### src/rtl/iso_ctrl_cfg.svh
// Offsets, field positions, reset values and timing counts of the iso buffer control.
// Assumes a 25 MHz pclk and an APB slave with 32-bit data.
`ifndef ISO_CTRL_CFG_SVH
`define ISO_CTRL_CFG_SVH

// ----------------------------------------
// Register byte addresses on APB
// ----------------------------------------
`define OFF_FAST_XFR 12'h000
`define OFF_ISO_CTRL 12'h004
`define OFF_ZERO_CNT 12'h008
`define OFF_PAIRING 12'h00c
`define OFF_STATUS 12'h010

// ----------------------------------------
// Field positions and reset values
// ----------------------------------------
`define FX_FAST_ISO 7
`define FX_FAST_BULK 6
`define FX_READ_STROBE_POLARITY 5
`define FX_WRITE_STROBE_POLARITY 2
`define IC_DISABLE 0
`define IC_PINGPONG 3
`define PR_SEND_EMPTY 7
`define FAST_XFR_RST 8'h00
`define ISO_CTRL_RST 8'h00
`define PAIRING_RST 8'h00

// ----------------------------------------
// Memory windows
// ----------------------------------------
`define ISO_RAM_LO 16'h2000
`define ISO_RAM_HI 16'h27ff
`define STRB_LO_ON 16'h2000
`define STRB_LO_OFF 16'h2800
`define STRB_LO_END 16'h7b40
`define STRB_HI_LO 16'h8000

// ----------------------------------------
// Timing
// ----------------------------------------
`define CLK_MHZ 25
`define SWAP_LEAD_US 10
`define SWAP_LEAD_CYC ((`SWAP_LEAD_US) * (`CLK_MHZ))

`endif

### src/rtl/iso_ctrl_pkg.sv
// Types shared by the iso buffer control.
// Assumes the _cfg header for numeric constants.
package iso_ctrl_pkg;
    typedef enum logic [1:0] {tok_idle, tok_wait, tok_zlp} token_e;
    typedef struct packed {
        logic valid;
        logic [2:0] ep;
    } ep_event_s;
    typedef struct packed {
        logic req;
        logic wr;
        logic [15:0] addr;
    } cpu_acc_s;
endpackage : iso_ctrl_pkg

### src/rtl/iso_buffer_control.sv
// Isochronous endpoint buffer control with APB registers.
// Assumes synchronous inputs on pclk; SOF, tokens and CPU accesses come from the core.
//
// Register access over APB and the register addresses were left to the implementer.
`timescale 1ns/1ps
`default_nettype none
`include "iso_ctrl_cfg.svh"

// What this block does
// - In fast mode each iso IN FIFO write loads one byte from external bus.
// - Iso-disable bit 0 disables all sixteen iso endpoints.
// - Iso-disable clears at reset; iso endpoints enabled by default.
// - While disabled, 2 KB iso RAM is data memory at 0x2000-0x27ff.
// - External strobes fire in 2000-7b40 and 8000-ffff; lower start 2800 when disabled.
// - Ping-pong bit 3 toggles every SOF; writes to it do nothing.
// - While disabled, the auto pointer cannot reach 0x2000-0x27ff.
// - Zero-count bit reads 1 when endpoint got no OUT bytes last frame.
// - All eight zero-count flags refresh once at every SOF.
// - Empty IN FIFO with send-empty 0: no response to IN token.
// - Empty IN FIFO with send-empty 1: answer zero-length packet.
// - One send-empty bit governs iso IN endpoints 8 to 15 together.
// - Each endpoint is a FIFO pair swapped at SOF.
// - Swap occurs about 10 us before the SOF interrupt.
// - Fast control fields: b7 iso, b6 bulk, b5 read_strobe_polarity, b4-3 rtim, b2 write_strobe_polarity, b1-0 wtim.
// - Fast mode routes iso FIFO accesses to external bus with strobes.
module iso_buffer_control
    import iso_ctrl_pkg::*;
(
    input wire logic pclk,
    input wire logic presetn,
    input wire logic psel,
    input wire logic penable,
    input wire logic pwrite,
    input wire logic [11:0] paddr,
    input wire logic [31:0] pwdata,
    output logic [31:0] prdata,
    output logic pready,
    output logic pslverr,
    input wire logic sof,
    input wire ep_event_s out_byte,
    input wire ep_event_s in_token,
    input wire logic [7:0] in_fifo_empty,
    input wire cpu_acc_s cpu_acc,
    input wire logic cpu_iso_fifo,
    input wire logic cpu_in_fifo,
    input wire logic [7:0] cpu_acc_data,
    input wire logic [7:0] ext_data_in,
    input wire logic [15:0] auto_ptr_addr,
    output logic [7:0] fifo_wdata,
    output logic fifo_we,
    output logic [7:0] ext_data_out,
    output logic ext_data_oe,
    output logic fast_read_strobe,
    output logic fast_write_strobe,
    output logic ext_rd_strobe,
    output logic ext_wr_strobe,
    output logic iso_ram_as_data,
    output logic auto_ptr_blocked,
    output logic iso_disable,
    output logic pingpong_state,
    output logic fifo_swap,
    output logic sof_irq,
    output logic send_zlp,
    output logic [2:0] zlp_ep
);

    // ----------------------------------------
    // Declarations
    // ----------------------------------------
    localparam int SWAP_CYC = `SWAP_LEAD_CYC;
    logic [7:0] fast_transfer_control, endpoint_pairing_control, zero_count_out_flags, got_bytes;
    logic [8:0] lead_cnt;
    logic lead_busy, apb_wr, apb_rd, fast_iso, rd_pol, wr_pol, in_strobe_window;
    logic [31:0] next_prdata;
    token_e tok_state;

    function automatic logic in_range(input logic [15:0] a, input logic [15:0] lo, hi);
        in_range = (a >= lo) && (a <= hi);
    endfunction : in_range
    assign apb_wr = psel && penable && pwrite;
    assign apb_rd = psel && !penable && !pwrite;
    assign fast_iso = fast_transfer_control[`FX_FAST_ISO];
    assign rd_pol = fast_transfer_control[`FX_READ_STROBE_POLARITY];
    assign wr_pol = fast_transfer_control[`FX_WRITE_STROBE_POLARITY];

    // ----------------------------------------
    // APB slave, zero wait states
    // ----------------------------------------
    // Read mux, zero on unmapped
    always_comb begin
        next_prdata = 32'h0000_0000;
        if (paddr == `OFF_FAST_XFR) begin
            next_prdata[7:0] = fast_transfer_control;
        end else if (paddr == `OFF_ISO_CTRL) begin
            next_prdata[`IC_DISABLE] = iso_disable;
            next_prdata[`IC_PINGPONG] = pingpong_state;
        end else if (paddr == `OFF_ZERO_CNT) begin
            next_prdata[7:0] = zero_count_out_flags;
        end else if (paddr == `OFF_PAIRING) begin
            next_prdata[7:0] = endpoint_pairing_control;
        end else if (paddr == `OFF_STATUS) begin
            next_prdata[0] = lead_busy;
        end
    end
    // Read data captured in setup phase
    always_ff @(posedge pclk or negedge presetn) begin
        if (!presetn) begin
            prdata <= 32'h0000_0000;
        end else if (apb_rd) begin
            prdata <= next_prdata;
        end
    end
    // Always ready; error on unmapped
    always_ff @(posedge pclk or negedge presetn) begin
        if (!presetn) begin
            pready <= 1'b0;
            pslverr <= 1'b0;
        end else begin
            pready <= psel && !penable;
            pslverr <= psel && !penable && (paddr > `OFF_STATUS || paddr[1:0] != 2'b00);
        end
    end
    // Control registers; zero-count not writable
    always_ff @(posedge pclk or negedge presetn) begin
        if (!presetn) begin
            fast_transfer_control <= `FAST_XFR_RST;
            endpoint_pairing_control <= `PAIRING_RST;
            iso_disable <= 1'(`ISO_CTRL_RST >> `IC_DISABLE);
        end else if (apb_wr) begin
            if (paddr == `OFF_FAST_XFR) begin
                fast_transfer_control <= pwdata[7:0];
            end else if (paddr == `OFF_ISO_CTRL) begin
                iso_disable <= pwdata[`IC_DISABLE];
            end else if (paddr == `OFF_PAIRING) begin
                endpoint_pairing_control <= pwdata[7:0];
            end
        end
    end

    // ----------------------------------------
    // Frame events
    // ----------------------------------------
    // Ping-pong toggles and FIFO pair swaps at SOF
    always_ff @(posedge pclk or negedge presetn) begin
        if (!presetn) begin
            pingpong_state <= 1'b0;
            fifo_swap <= 1'b0;
        end else begin
            fifo_swap <= sof && !iso_disable;
            if (sof) begin
                pingpong_state <= !pingpong_state;
            end
        end
    end
    // SOF interrupt delayed behind the swap
    always_ff @(posedge pclk or negedge presetn) begin
        if (!presetn) begin
            lead_cnt <= 9'h000;
            lead_busy <= 1'b0;
            sof_irq <= 1'b0;
        end else begin
            sof_irq <= 1'b0;
            if (sof) begin
                lead_busy <= 1'b1;
                lead_cnt <= 9'(SWAP_CYC - 1);
            end else if (lead_busy) begin
                if (lead_cnt == 9'h000) begin
                    lead_busy <= 1'b0;
                    sof_irq <= 1'b1;
                end else begin
                    lead_cnt <= lead_cnt - 9'h001;
                end
            end
        end
    end
    // Zero-count flags, per endpoint; arrival in SOF cycle counts for new frame
    genvar g;
    generate
        for (g = 0; g < 8; g++) begin : g_zc
            always_ff @(posedge pclk or negedge presetn) begin
                if (!presetn) begin
                    got_bytes[g] <= 1'b0;
                    zero_count_out_flags[g] <= 1'b1;
                end else if (sof) begin
                    zero_count_out_flags[g] <= !got_bytes[g];
                    got_bytes[g] <= out_byte.valid && (out_byte.ep == 3'(g));
                end else if (out_byte.valid && out_byte.ep == 3'(g)) begin
                    got_bytes[g] <= 1'b1;
                end
            end
        end
    endgenerate

    // ----------------------------------------
    // IN tokens on empty FIFOs
    // ----------------------------------------
    // One shared send-empty bit for all iso IN endpoints
    always_ff @(posedge pclk or negedge presetn) begin
        if (!presetn) begin
            tok_state <= tok_idle;
            send_zlp <= 1'b0;
            zlp_ep <= 3'h0;
        end else begin
            send_zlp <= 1'b0;
            case (tok_state)
                tok_idle: begin
                    if (in_token.valid && !iso_disable && in_fifo_empty[in_token.ep]) begin
                        zlp_ep <= in_token.ep;
                        tok_state <= tok_wait;
                    end
                end
                tok_wait: begin
                    if (endpoint_pairing_control[`PR_SEND_EMPTY]) begin
                        tok_state <= tok_zlp;
                    end else begin
                        tok_state <= tok_idle;
                    end
                end
                tok_zlp: begin
                    send_zlp <= 1'b1;
                    tok_state <= tok_idle;
                end
                default: tok_state <= tok_idle;
            endcase
        end
    end

    // ----------------------------------------
    // CPU memory side and external bus
    // ----------------------------------------
    assign in_strobe_window = in_range(cpu_acc.addr,
        iso_disable ? `STRB_LO_OFF : `STRB_LO_ON, `STRB_LO_END)
        || in_range(cpu_acc.addr, `STRB_HI_LO, 16'hffff);
    // Memory map decode and auto pointer guard
    always_ff @(posedge pclk or negedge presetn) begin
        if (!presetn) begin
            iso_ram_as_data <= 1'b0;
            auto_ptr_blocked <= 1'b0;
        end else begin
            iso_ram_as_data <= iso_disable;
            auto_ptr_blocked <= iso_disable
                && in_range(auto_ptr_addr, `ISO_RAM_LO, `ISO_RAM_HI);
        end
    end
    // FIFO load path and strobes, polarity applied to fast strobes
    always_ff @(posedge pclk or negedge presetn) begin
        if (!presetn) begin
            fifo_wdata <= 8'h00;
            fifo_we <= 1'b0;
            ext_data_out <= 8'h00;
            ext_data_oe <= 1'b0;
            fast_read_strobe <= 1'b1;
            fast_write_strobe <= 1'b1;
            ext_rd_strobe <= 1'b1;
            ext_wr_strobe <= 1'b1;
        end else begin
            fifo_we <= 1'b0;
            ext_data_oe <= 1'b0;
            fast_read_strobe <= !rd_pol;
            fast_write_strobe <= !wr_pol;
            ext_rd_strobe <= !(cpu_acc.req && !cpu_acc.wr && in_strobe_window);
            ext_wr_strobe <= !(cpu_acc.req && cpu_acc.wr && in_strobe_window);
            if (cpu_acc.req && cpu_iso_fifo && !iso_disable) begin
                if (cpu_acc.wr && cpu_in_fifo) begin
                    fifo_we <= 1'b1;
                    fifo_wdata <= fast_iso ? ext_data_in : cpu_acc_data;
                    if (fast_iso) begin
                        fast_read_strobe <= rd_pol;
                    end
                end else if (!cpu_acc.wr && fast_iso) begin
                    ext_data_out <= cpu_acc_data;
                    ext_data_oe <= 1'b1;
                    fast_write_strobe <= wr_pol;
                end
            end
        end
    end
endmodule : iso_buffer_control
`default_nettype wire

### config.mk
export PLATFORM = sky130hd
export DESIGN_NAME = iso_buffer_control
export DESIGN_NICKNAME = d
export VERILOG_FILES = /design/src/rtl/iso_ctrl_pkg.sv /design/src/rtl/iso_buffer_control.sv
export VERILOG_INCLUDE_DIRS = /design/src /design/src/rtl
export SDC_FILE = /design/constraint.sdc
export NUM_CORES = 1
export LEC_CHECK = 0
export BUFFER_PORTS_ARGS = -buffer_cell sky130_fd_sc_hd__buf_2
export CAP_MARGIN = 5
export CORE_MARGIN = 5
export CORE_UTILIZATION = 40
export CTS_BUF_LIST = sky130_fd_sc_hd__clkbuf_4 sky130_fd_sc_hd__clkbuf_8
export DETAILED_ROUTE_END_ITERATION = 10
export PLACE_DENSITY = 0.79
export REMOVE_ABC_BUFFERS = 1
export SETUP_SLACK_MARGIN = 0.5
export SLEW_MARGIN = 15
export SYNTH_ARGS = -nofsm -noshare
export SYNTH_HDL_FRONTEND = slang
export SYNTH_SLANG_ARGS = --single-unit
### constraint.sdc
create_clock -name pclk -period 2.2 [get_ports pclk]
set_clock_uncertainty 0.05 [all_clocks]
set_input_delay 0.11 -clock pclk [delete_from_list [all_inputs] [get_ports pclk]]
set_output_delay 0.11 -clock pclk [all_outputs]
set_load 0.01 [all_outputs]
### Yosys cells after proc, flatten, opt, wreduce, memory -nomap -nowiden

Index checks and enable logic that the tools add are counted.

* add/sub/neg operators: 1
* multiply operators: 0
* div/mod/pow operators: 0
* $lt $le $gt $ge: 8
* eq/ne operators: 15
* shifts and indexed selects: 0
* muxes and demuxes: 53
* bitwise operators: 3
* reduce and logical (&&, ||, !) cells: 68

Operators with widths (count)
* $mux 1: 39
* $logic_and 1x1->1: 28
* $mux 9: 3
* $eq 12x4->1 const B: 2
* $mux 8: 3
* $reduce_bool 2->1: 10
* $logic_not 1->1: 17
* $ge 16x14->1: 1
* $ge 16x14->1 const B: 1
* $ge 16x16->1 const B: 1
* $le 16x14->1 const B: 1
* $le 16x15->1 const B: 1
* $le 16x16->1 const B: 1
* $eq 12x3->1 const B: 1
* $eq 12x5->1 const B: 1
* $eq 3x3->1 const B: 4
* $gt 12x5->1 const B: 1
* $logic_not 12->1: 1
* $mux 12: 1
* $logic_not 9->1: 1
* $sub 9x1->9 const B: 1
* $reduce_and 2->1: 4
* $mux 7: 1
* $eq 3x2->1 const B: 2
* other kinds (15): 22

* register bits after elaboration: 86
* bits in latches: 0
* bits in writable memories: 0
* memory bits (read-only): 0
* word-level logic and storage cells: 188
* memories: 0

### Longest topological paths before layout

Gate-level depths: netlist (run 1).

* depth after elaboration: 6
* depth in mapped cells: 7
* depth with buffers taken out: 6

### Least setup slack after synthesis (run 1)

OpenSTA, ideal clock, no wires.

* path type: register to register
* start point: reg lead_cnt[0]
* end point: reg lead_cnt[1]
* library setup time: 72 ps
* arrival time: 1907 ps
* required time: 2078 ps
* path slack: 171 ps
* stages on the path, launching flop included: 8
* path buffers: 1
* cell sequence: dfrtp_1 inv_1 ha_1 or3b_2 o31ai_1 buf_2 mux2_2 nor2_1

* longest elaborated chain between the ends: 4
* elaborated cells between the ends (all ways): 7

RTL lines
* start, declared: line iso_buffer_control.sv:72 `logic [8:0] lead_cnt;`
* start signal, assigned: line iso_buffer_control.sv:165 `lead_cnt <= 9'(SWAP_CYC - 1);`
* start signal, assigned: line iso_buffer_control.sv:171 `lead_cnt <= lead_cnt - 9'h001;`
* $sub 9x1->9: line iso_buffer_control.sv:171
* $mux 9: line iso_buffer_control.sv:167 `if (lead_cnt == 9'h000) begin`
* $mux 9: line iso_buffer_control.sv:166 `end else if (lead_busy) begin`
* $mux 9: line iso_buffer_control.sv:163 `if (sof) begin`

Parallel ways exist; a longest one is shown, timed or not. The select of a mux whose other input is x is not followed.
A chain may end at the register's enable or synchronous reset.

### Worst setup path after layout (run 1)

* start point: reg lead_cnt[5]
* end point: reg lead_cnt[3]

* longest elaborated chain between the ends: 3

RTL lines (line)
* $logic_not 9->1: iso_buffer_control.sv:167
* $ne 2x2->1 (no source line)
* $reduce_and 2->1 (no source line)

No other way between the ends.

==> reports/results.tsv, run 1 <==
stage	metric	value	unit
detailed_routing	wl	10.7	mm
detailed_routing	vias	3352	
timing	fin_crit	1.93	ns
job	maxCapViolCount	0	
setup_path	start_kind	flop	
run_status	status	finished clean	
die	core.rowCount	36	
power	p_leak	0.00267	uW
cells_and_area	nets	654	
yosys	syn_avg_cell_area	11.4	um2
global_routing	antenna_found_initial	1	
timing	slew_headroom	65.7	%
die	die-area	12300	um2
setup_path	timing.rr.end	lead_cnt[3]$_DFFE_PN0P_	
global_routing	grt_pass1_wl	17.4	mm
cts	clock-root-buffer	clkbuf_8	
yosys	ys_types	53	
die	chipWidth	111	um
setup_path	cp_cell_sequence	or4_4 -> o311ai_0 -> xor2_1 -> nand2_1	
setup_path	cp.required	2.37	ns
die	ios	184	
timing	finalMaxSlewViolations	0	
power	irDropWorstVdd	0.278	mV
worst_hold_path	min_path_type	in2reg	
place	portBuffers	124	
setup_path	cp_slowest_cell	or4_4	
setup_path	criticalPathCategory	reg2reg	
worst_hold_path	hold_depth	2	
place	dp_hpwl	7.62	mm
detailed_routing	drtPass1Iterations	4	
yosys	seq_area_frac_synth	53.4	%
yosys	synth_flop_cell	dfrtp_1	
global_routing	grt_max_degree	50	
setup_path	crit_path_end_kind	flop	
global_routing	grt_pass1_vias	3439	
timing	timing.hold.ws	0.0203	ns
yosys	syn-cell-area	4060	um2
timing	setup_viol	0	
setup_path	path_max_fanout	5	
cells_and_area	fillers	814	
yosys	synth-seq-cells	86	
cts	cts.htree.levels	3	
detailed_routing	vias_per_cell	4.98	
die	fp.dieH	111	um
timing	finalHoldViolCount	0	
setup_path	arrival	2.11	ns
yosys	synthArstFlopShare	100	%
cells_and_area	drive_gt1_share	44.2	%
cts	clock-sinks	86	
detailed_routing	drtIter0Drc	174	
setup_path	rrSetupSlack	0.27	ns
detailed_routing	wl_per_cell	15.9	um
cts	clk_pin_slew	0.08	ns
detailed_routing	drc	0	
yosys	syn_inst	356	
yosys	synth_edf_count	0	
die	core	9820	um2
timing	fin_crit_sh	87.9	%
place	place.gp.congestion	0.946	
worst_hold_path	min_from	in_token[0]	
cts	clock_path_buffers	2	
global_routing	gr-total-overflow	0	
worst_hold_path	hold_end	zlp_ep[0]$_DFFE_PN0P_	
timing	tightest_slew	0.508	ns
setup_path	worstReg2RegStart	lead_cnt[5]$_DFFE_PN0P_	
cts	tritoncts	done	
die	start_util	41.3	%
timing	fmax	517	MHz
global_routing	gr-usage-all-layers	17.2	%
setup_path	cp_slowest_stage_delay	0.57	ns
cts	numCtsBuffers	9	
power	power_density	611	nW/um2
timing	rsz0062_at_grt	true	
power	power	3380	uW
cts	clkLatencyLatePin	0.35	ns
yosys	yosys_warnings	0	
detailed_routing	ant_nets	0	
setup_path	reg2reg_depth	4	
cells_and_area	area_growth	36.3	%
-- worst max path at each step --
stage                                  startpoint                                    to  slack [ns]  cells after the start
final                     lead_cnt[5]$_DFFE_PN0P_               lead_cnt[3]$_DFFE_PN0P_        0.27                      4
after global routing      lead_cnt[1]$_DFFE_PN0P_               lead_cnt[3]$_DFFE_PN0P_        0.21                      6
after CTS                 lead_cnt[0]$_DFFE_PN0P_               lead_cnt[1]$_DFFE_PN0P_        0.34                      7
after detailed placement                paddr[11]  fast_transfer_control[6]$_DFFE_PN0P_        0.01                      5
after global placement                  paddr[11]  fast_transfer_control[7]$_DFFE_PN0P_        0.05                      5
after floorplan           lead_cnt[0]$_DFFE_PN0P_               lead_cnt[1]$_DFFE_PN0P_       -0.17                      6
-- kinds of logic after synthesis --
group                      share of synthesized area (%)
and+or+nand+nor                                     14.8
DFF                                                 53.4
AOI/OAI and AO/OA                                   9.38
buffers and inverters                               7.07
muxes                                               13.5
xor gates and xnor gates                            1.08
adders and majority gates                          0.617
other                                             0.0925
-- metrics by stage --
stage / cell area, um2 / setup slack, ns / std cells / utilization [%] / TNS (ns)
floorplan: 3910 / -0.173 / 342 / - / -0.326
global placement: 4800 / 0.0493 / 611 / 48.9 / 0
detailed placement: 4800 / 0.0132 / 611 / 48.9 / 0
CTS: 5450 / 0.343 / 664 / 55.5 / 0
global route: 5520 / 0.206 / 672 / 56.2 / 0
finish: 5530 / 0.266 / 673 / 56.3 / 0
-- flip-flops by register name (all words and copies together), names as in the netlist, 2 cells and up --
register / count
got_bytes: 8
fifo_wdata: 8
fast_transfer_control: 8
endpoint_pairing_control: 8
prdata: 8
lead_cnt: 9
zlp_ep: 3
tok_state: 2
zero_count_out_flags: 8
ext_data_out: 8
-- synth_stat cells, types with 4 or more instances --
master      n  share of area, %
nand2b_1    5              0.77
dfrtp_1    74                46
inv_1      15               1.4
nor3_1      8              0.99
o2bb2ai_1   6               1.3
or3_1       6              0.93
a221o_1     5               1.2
nand3_1     8              0.99
clkbuf_1   12               1.1
and2_0      4              0.62
a21oi_1    11               1.4
mux2_2     32               8.9
nor2b_1     7               1.1
o21ai_0    15               1.9
mux2i_1    12               3.0
nor2_1     21               1.9
nand2_1    24               2.2
dfstp_2    12               7.8
buf_4      24               4.4
-- layout by cell type, fill, tap and decap left out, types with 12 or more instances in the layout --
cell type,netlist,final
buf_2,1,123
buf_4,24,25
conb_1,1,24
dfrtp_1,74,74
dfstp_2,12,12
dlygate4sd3_1,0,29
inv_1,15,13
mux2_2,32,31
mux2i_1,12,12
nand2_1,24,23
nor2_1,21,21
o21ai_0,15,15
-- critical path: cells and delay by family, from the launching register on --
kind	cells	cell delay [ns]
and+or+nand+nor	2	0.64
AOI/OAI and AO/OA	1	0.51
DFF	1	0.41
xor gates and xnor gates	1	0.20
-- metal layers --
layer | share of wire, % | GRT usage, % | vias to the layer above
met5 | 0.12 | 0 | -
met4 | 2.3 | 6.65 | 2
met2 | 49 | 29.4 | 139
li1 | - | - | 1576
met1 | 40 | 19.8 | 1611
met3 | 7.7 | 6.06 | 24
-- area by class of cell --
class / count / area, um2 / area share [%]
flip-flops and latches: 86 / 2170 / 39.2
multi-input cells: 241 / 1770 / 32.1
repair buffers: 181 / 1160 / 20.9
well taps: 133 / 166 / 3.01
clock buffers: 12 / 159 / 2.88
inverters: 15 / 56.3 / 1.02
clock inverters: 4 / 45.0 / 0.815
diodes: 1 / 2.50 / 0.0453
-- where the power goes --
group	internal [uW]	switching [uW]	total [uW]
logic	248	270	518
registers	1680	57.0	1730
clock network	594	530	1120
total	2520	857	3380
-- what timing repair did --
action | in CTS | in global routing
hold buffers | 29 | 0
endpoints found under the setup margin | 29 | 21
resized for setup | 16 | 4
pin swaps | 4 | 5
buffers inserted | 8 | 8
endpoints found under the hold margin | 69 | 0
Note: power is estimated with default switching activity, not from simulation.
==> inputs of run 2 (changes only) <==
==> constraint.sdc (replaced) <==
create_clock -name pclk -period 2.25 [get_ports pclk]
set_clock_uncertainty 0.05 [all_clocks]
set_input_delay 0.1125 -clock pclk [delete_from_list [all_inputs] [get_ports pclk]]
set_output_delay 0.1125 -clock pclk [all_outputs]
set_load 0.01 [all_outputs]
==> run 2 against run 1 <==
Effect of this change: hold slack got worse by 0.0090 ns; clock power decreased by 13%; power decreased by 6.3%; non-clock buffer count decreased by 3; worst setup slack improved by 0.095 ns; routed wire length decreased by 2.6%; core utilization decreased by 0.61 points; global-route usage decreased by 0.16 points; via count decreased by 1.2%; flip-flop and latch count unchanged; sequential power about the same.
==> reports/results.tsv, run 2 (synthesized netlist as in run 1, its figures left out) <==
stage	metric	value	unit	change
run_status	status	finished clean		
detailed_routing	ant_nets	0		unchanged
global_routing	grt_max_degree	45		-10%
cells_and_area	nets	651		-0.46%
detailed_routing	vias_per_cell	4.94		-0.72%
detailed_routing	drtPass1Iterations	4		unchanged
worst_hold_path	min_path_type	in2reg		
cts	clk_pin_slew	0.09	ns	about the same
cts	clock-root-buffer	clkbuf_8		
timing	fin_crit_sh	84.0	%	-4.0 points
die	fp.dieH	111	um	unchanged
cells_and_area	largest_reg_flops	9		unchanged
cells_and_area	drive_gt1_share	43.7	%	-0.50 points
cts	tritoncts	done		
place	portBuffers	124		unchanged
die	chipWidth	111	um	unchanged
global_routing	grt_pass1_wl	17.1	mm	-1.4%
cells_and_area	final_common_cell	buf_2		
cts	clkLatencyLatePin	0.35	ns	about the same
setup_path	arrival	2.07	ns	-0.04 ns
place	placed_area	4810	um2	+0.16%
global_routing	grt_util_met3	5.51	%	-0.55 points
cells_and_area	final_cell_mix	buf_2 (123), dfrtp_1 (74), mux2_2 (31)		
die	core.rowCount	36		unchanged
global_routing	gr-usage-all-layers	17.1	%	-0.16 points
timing	finalMaxSlewViolations	0		unchanged
place	dp_hpwl	7.51	mm	-1.4%
cts	cts.htree.levels	3		unchanged
cts	clock-sinks	86		unchanged
cts	numCtsBuffers	9		unchanged
timing	tightest_slew	0.551	ns	+0.0428 ns
timing	fmax	529	MHz	+2.4%
global_routing	gr-total-overflow	0		unchanged
global_routing	antenna_found_initial	1		unchanged
timing	finalHoldViolCount	0		unchanged
global_routing	gr-max-usage-layer	met2		
cells_and_area	regMostFlops	lead_cnt		
setup_path	path_max_fanout	5		unchanged
detailed_routing	wl	10.5	mm	-2.6%
die	ios	184		unchanged
setup_path	cp.required	2.43	ns	+0.06 ns
die	die-area	12300	um2	unchanged
power	power_density	579	nW/um2	-5.2%
timing	setup_viol	0		unchanged
place	place.gp.congestion	0.955		+0.98%
global_routing	met1_usage	19.7	%	-0.098 points
detailed_routing	drtIter0Drc	207		+19%
timing	slew_headroom	63.3	%	-2.4 points
power	p_leak	0.00264	uW	-1.4%
cells_and_area	finalCoreUtilization	55.7	%	-0.61 points
die	start_util	41.3	%	unchanged
global_routing	grt_pass1_vias	3472		+0.96%
setup_path	start_kind	flop		
detailed_routing	drc	0		unchanged
cells_and_area	area_growth	34.8	%	
global_routing	grt_use_met2	29.3	%	-0.081 points
cells_and_area	fin_area	5470	um2	-1.1%
timing	rsz0062_at_grt	true		
power	irDropWorstVdd	0.244	mV	-12%
cts	clock_path_buffers	2		unchanged
job	maxCapViolCount	0		unchanged
detailed_routing	wl_per_cell	15.6	um	-2.2%
die	core	9820	um2	unchanged
setup_path	crit_path_end_kind	flop		
detailed_routing	vias	3313		-1.2%
setup_path	criticalPathCategory	reg2reg		
timing	fin_crit	1.89	ns	-0.0450 ns
==> run 2: cell count changes in the layout (fill, tap and decap cells not counted), sizes merged <==
cell / previous run / this run
buf: 152 / 150
dlygate4sd3: 29 / 28
clkbuf: 12 / 10
bufinv: 1 / 0
inv: 15 / 16
clkinvlp: 0 / 2
==> run 2: area by class of cell <==
class | instances | area, um2
clock buffer | 10 | 131
clock inverter | 6 | 46.3
fill | 836 | 4350
multi-input combinational | 241 | 1770
antenna | 1 | 2.50
timing repair buffer | 178 | 1120
inverter | 15 | 56.3
tap | 133 | 166
sequential | 86 | 2170
==> run 2: worst paths after layout <==
| path | startpoint | end | slack, ns | depth (start not counted) |
|---|---|---|---|---|
| max | lead_cnt[3]$_DFFE_PN0P_ | lead_cnt[0]$_DFFE_PN0P_ | 0.36 | 6 |
| min | ext_data_in[7] | fifo_wdata[7]$_DFFE_PN0P_ | 0.01 | 3 |
| max reg2reg | lead_cnt[3]$_DFFE_PN0P_ | lead_cnt[0]$_DFFE_PN0P_ | 0.36 | 6 |
| min reg2reg | got_bytes[0]$_DFFE_PN0P_ | zero_count_out_flags[0]$_DFFE_PN1P_ | 0.36 | 1 |
| max in group asynchronous | presetn | ext_wr_strobe$_DFF_PN1_ | 1.21 | 3 |
| min in group asynchronous | presetn | fifo_wdata[6]$_DFFE_PN0P_ | 0.27 | 2 |
==> run 2: layer usage <==
metal  share of wire (%)  routed length [um]
met2                  51                5320
met5               0.067                   7
met3                 6.8                 708
met1                  40                4190
met4                 2.1                 222
==> run 2: where the power goes <==
group	total [uW]	internal [uW]	leakage (uW)	switching, uW
sequential	1700	1640	0.00110	55.7
combinational	497	236	0.00145	260
clock	973	419	0.0000863	554
total	3170	2290	0.00264	870
==> run 2: timing repair <==
| action | CTS | global route |
|---|---|---|
| setup buffers | 9 | 4 |
| hold endpoints to repair | 70 | 0 |
| setup endpoints to repair | 22 | 25 |
| pin swaps | 4 | 7 |
| resized for setup | 16 | 6 |
| gates cloned | 0 | 0 |
| hold buffers | 28 | 0 |
==> run 2: critical path, stage by stage, from the launching register on <==
cell and delay (ns):
dfrtp_1 0.40, or4_4 0.59, o31ai_4 0.26, buf_6 0.15, buf_6 0.13, xnor2_2 0.11
nand2_1 0.07
==> run 2: metrics by stage <==
step                      total power [uW]  hold slack (ns)  setup slack (ns)  instances  TNS [ns]
after floorplan                       1900           -0.233            -0.123        342    -0.126
after global placement                2130           0.0825            0.0974        612         0
after detailed placement              2150           0.0864            0.0707        612         0
after CTS                             3190          0.00304             0.394        665         0
after global routing                  3340           0.0326             0.303        669         0
final                                 3170           0.0113             0.361        670         0
==> inputs of run 3 (changes only) <==
--- a/config.mk
+++ b/config.mk
@@ -6,13 +6,14 @@
 export SDC_FILE = /design/constraint.sdc
 export NUM_CORES = 1
 export LEC_CHECK = 0
+export ABC_AREA = 1
 export BUFFER_PORTS_ARGS = -buffer_cell sky130_fd_sc_hd__buf_2
 export CAP_MARGIN = 5
 export CORE_MARGIN = 5
 export CORE_UTILIZATION = 40
 export CTS_BUF_LIST = sky130_fd_sc_hd__clkbuf_4 sky130_fd_sc_hd__clkbuf_8
 export DETAILED_ROUTE_END_ITERATION = 10
-export PLACE_DENSITY = 0.79
+export PLACE_DENSITY = 0.78
 export REMOVE_ABC_BUFFERS = 1
 export SETUP_SLACK_MARGIN = 0.5
 export SLEW_MARGIN = 15
==> constraint.sdc (replaced) <==
create_clock -name pclk -period 1.85 [get_ports pclk]
set_clock_uncertainty 0.05 [all_clocks]
set_input_delay 0.0925 -clock pclk [delete_from_list [all_inputs] [get_ports pclk]]
set_output_delay 0.0925 -clock pclk [all_outputs]
set_load 0.01 [all_outputs]
==> run 3 against run 2 <==
Effect of this change: combinational power increased by 49%; clock-buffer cell count unchanged; synthesized cell count increased by 39%; global-route usage increased by 1.5 points; power increased by 30%; die area increased by 4.9%; final cell count increased by 24%; hold slack improved by 0.0022 ns; largest cell class unchanged.
==> reports/results.tsv, run 3 <==
stage	metric	value	unit	change
timing	tns	0	ns	unchanged
die	fp.dieH	113	um	+2.4%
cells_and_area	drive_gt1_share	34.8	%	-8.9 points
detailed_routing	wl	12.4	mm	+18%
setup_path	rrSetupSlack	0.37	ns	about the same
setup_path	reg2reg_depth	8		+2
setup_path	start_kind	flop		
global_routing	grt_max_degree	46		+2.2%
yosys	synth_common_cells	nand2_1 (122), dfrtp_1 (74), inv_1 (47), nor2_1 (42), nand3_1 (29)		
setup_path	crit_family	simple AND/OR/NAND/NOR gates		
die	start_util	41.2	%	-0.081 points
detailed_routing	drtIter0Drc	235		+14%
power	irDropWorstVdd	0.291	mV	+20%
yosys	synth_area_leaders	dfrtp_1 (43%), nand2_1 (11%), dfstp_2 (7.4%), buf_4 (4.7%), inv_1 (4.1%)		
cells_and_area	multi_input_area	1940	um2	+9.6%
place	place.gp.congestion	0.932		-2.5%
cts	clkLatencyLatePin	0.36	ns	about the same
cts	clock-sinks	86		unchanged
timing	rsz0062_at_grt	true		
cells_and_area	nets	811		+25%
cts	cts.htree.levels	3		unchanged
cells_and_area	final_common_cell	buf_2		
setup_path	crit_cells	8		+2
die	core	10400	um2	+5.6%
power	p_leak	0.00310	uW	+18%
worst_hold_path	min_path_type	in2reg		
detailed_routing	wl_per_cell	14.8	um	-4.8%
setup_path	criticalPathCategory	reg2reg		
timing	finalHoldViolCount	0		unchanged
global_routing	antenna_found_initial	0		-1
setup_path	cp.required	2.05	ns	-0.38 ns
cells_and_area	final_cell_mix	buf_2 (121), nand2_1 (116), dfrtp_1 (73)		
cts	tritoncts	done		
yosys	ys_types	41		-23%
global_routing	gr-usage-all-layers	18.5	%	+1.5 points
power	power_density	684	nW/um2	+18%
cells_and_area	fillers	917		+9.7%
setup_path	crit_path_end_kind	flop		
detailed_routing	vias_per_cell	4.91		-0.63%
setup_path	path_max_fanout	6		+1
place	dp_hpwl	8.25	mm	+9.8%
cts	clock_path_buffers	2		unchanged
detailed_routing	ant_nets	0		unchanged
job	maxCapViolCount	0		unchanged
cells_and_area	finalCoreUtilization	57.9	%	+2.3 points
yosys	seq_area_frac_synth	50.7	%	-2.7 points
timing	tightest_slew	0.640	ns	+0.0887 ns
timing	setup_viol	0		unchanged
yosys	synth_flop_cell	dfrtp_1		
yosys	syn_avg_cell_area	8.63	um2	-24%
timing	fin_crit	1.48	ns	-0.406 ns
run_status	status	finished clean		
timing	fmax	674	MHz	+27%
yosys	yosysMostFrequentCell	nand2_1		
yosys	syn_inst	495		+39%
setup_path	cp_slowest_stage_delay	0.43	ns	-0.16 ns
worst_hold_path	hold_depth	2		-1
yosys	yosysTopAreaCell	dfrtp_1		
cells_and_area	regArea	2170	um2	about the same
setup_path	crit_buf_inv	0		-2
cells_and_area	antennaDiodeCount	0		-1
yosys	synth_edf_count	0		unchanged
cells_and_area	regMostFlops	lead_cnt		
yosys	synth_top_area_share	43.3	%	-2.3 points
detailed_routing	drc	0		unchanged
yosys	syn-cell-area	4270	um2	+5.4%
die	ios	184		unchanged
global_routing	grt_pass1_wl	19.3	mm	+12%
yosys	synthArstFlopShare	100	%	unchanged
cells_and_area	area_growth	40.5	%	
timing	timing.hold.ws	0.0135	ns	+0.00218 ns
cts	clk_pin_slew	0.09	ns	about the same
cts	clock-root-buffer	clkbuf_8		
die	die-area	12900	um2	+4.9%
yosys	yosys_warnings	0		unchanged
setup_path	cp_cell_sequence	nor2_4 -> nand2_4 -> nor2_4 -> nand3b_4 -> nand2_8 -> nand2_8 -> o21ai_1 -> o21ai_1		
die	core.rowCount	37		+2.8%
cts	numCtsBuffers	9		unchanged
place	portBuffers	124		unchanged
timing	slew_headroom	57.3	%	-6.0 points
setup_path	arrival	1.68	ns	-0.39 ns
cells_and_area	largest_reg_flops	9		unchanged
timing	finalMaxSlewViolations	0		unchanged
setup_path	cp_slowest_cell	dfrtp_1		
die	chipWidth	113	um	+2.4%
timing	fin_crit_sh	80.2	%	-3.8 points
detailed_routing	drtPass1Iterations	4		unchanged
global_routing	gr-total-overflow	0		unchanged
yosys	synth-seq-cells	86		unchanged
detailed_routing	vias	4088		+23%
global_routing	grt_pass1_vias	4163		+20%
run 3: changes by cell type in the layout (fill, tap and decap cells not counted), moves of 9 or more:
cell | previous run | this run
dlygate4sd3_1 | 28 | 42
nor2_1 | 21 | 36
a21oi_1 | 11 | 0
nand3_1 | 7 | 26
nand4_1 | 3 | 13
inv_1 | 13 | 42
o21ai_0 | 14 | 5
nand2_1 | 24 | 116
mux2_2 | 31 | 0
mux2i_1 | 12 | 0
o21ai_1 | 1 | 27
run 3: final cells by class:
type	count	area share (%)
clock buffer	10	2.29
clock inverter	6	0.854
inverter	50	3.19
multi-input combinational	346	32.4
sequential	86	36.1
tap	136	2.83
timing repair buffer	198	22.4
run 3: worst paths after layout:
| kind | end | startpoint |
|---|---|---|
| max | lead_cnt[6]$_DFFE_PN0P_ | lead_cnt[2]$_DFFE_PN0P_ |
| min reg2reg | zero_count_out_flags[2]$_DFFE_PN1P_ | got_bytes[2]$_DFFE_PN0P_ |
| min | got_bytes[3]$_DFFE_PN0P_ | out_byte[1] |
| max in group asynchronous | fast_write_strobe$_DFF_PN1_ | presetn |
| min in group asynchronous | got_bytes[6]$_DFFE_PN0P_ | presetn |
| max reg2reg | lead_cnt[6]$_DFFE_PN0P_ | lead_cnt[2]$_DFFE_PN0P_ |
run 3: logic make-up (layout without fill, tap and decap cells):
logic type | Yosys count | count (layout) | synth area share, %
buffers and inverters | 87 | 264 | 10.3
xor gates and xnor gates | 8 | 8 | 1.64
other | 1 | 24 | 0.0877
DFF | 86 | 86 | 50.7
adders and majority gates | 2 | 2 | 0.585
AOI/OAI and AO/OA | 72 | 72 | 11.0
and+or+nand+nor | 239 | 240 | 25.7
run 3: what timing repair did:
| action | in CTS | in global routing |
|---|---|---|
| cloned | 1 | 2 |
| hold buffers | 44 | 0 |
| gates resized for setup | 17 | 42 |
| hold endpoints to repair | 79 | 0 |
| setup endpoints to repair | 32 | 40 |
| pin swaps | 7 | 14 |
| setup buffers | 15 | 6 |
run 3: through the flow:
| step | power, uW | area (um2) | cells | worst slack, ns |
|---|---|---|---|---|
| after floorplan | 2380 | 4110 | 481 | 0.00633 |
| after global placement | 2660 | 4970 | 749 | 0.203 |
| final | 4110 | 6010 | 832 | 0.367 |
| after detailed placement | 2690 | 4970 | 749 | 0.152 |
| after global routing | 4320 | 6010 | 832 | 0.286 |
| after CTS | 4090 | 5800 | 825 | 0.385 |
run 3: power by group:
part	leakage, uW	internal (uW)	switching, uW
Sequential	0.00108	2010	86.5
Clock	0.0000939	544	723
Combinational	0.00193	349	393
Total	0.00310	2900	1200
run 3: worst reg2reg max path, delay by kind of cell (launching register included):
kind,cells,cell delay [ns]
AO/OA/AOI/OAI,2,0.21
flip-flops,1,0.43
AND/OR/NAND/NOR,6,0.68
run 3: layer usage:
layer	up-vias	part of all wire, %	routed length [um]	track usage (%)
met4	0	3.2	401	9.13
met2	179	52	6430	33.5
li1	1965	-	-	-
met1	1905	38	4660	20.8
met5	-	0	0	0
met3	39	7.0	862	3.61
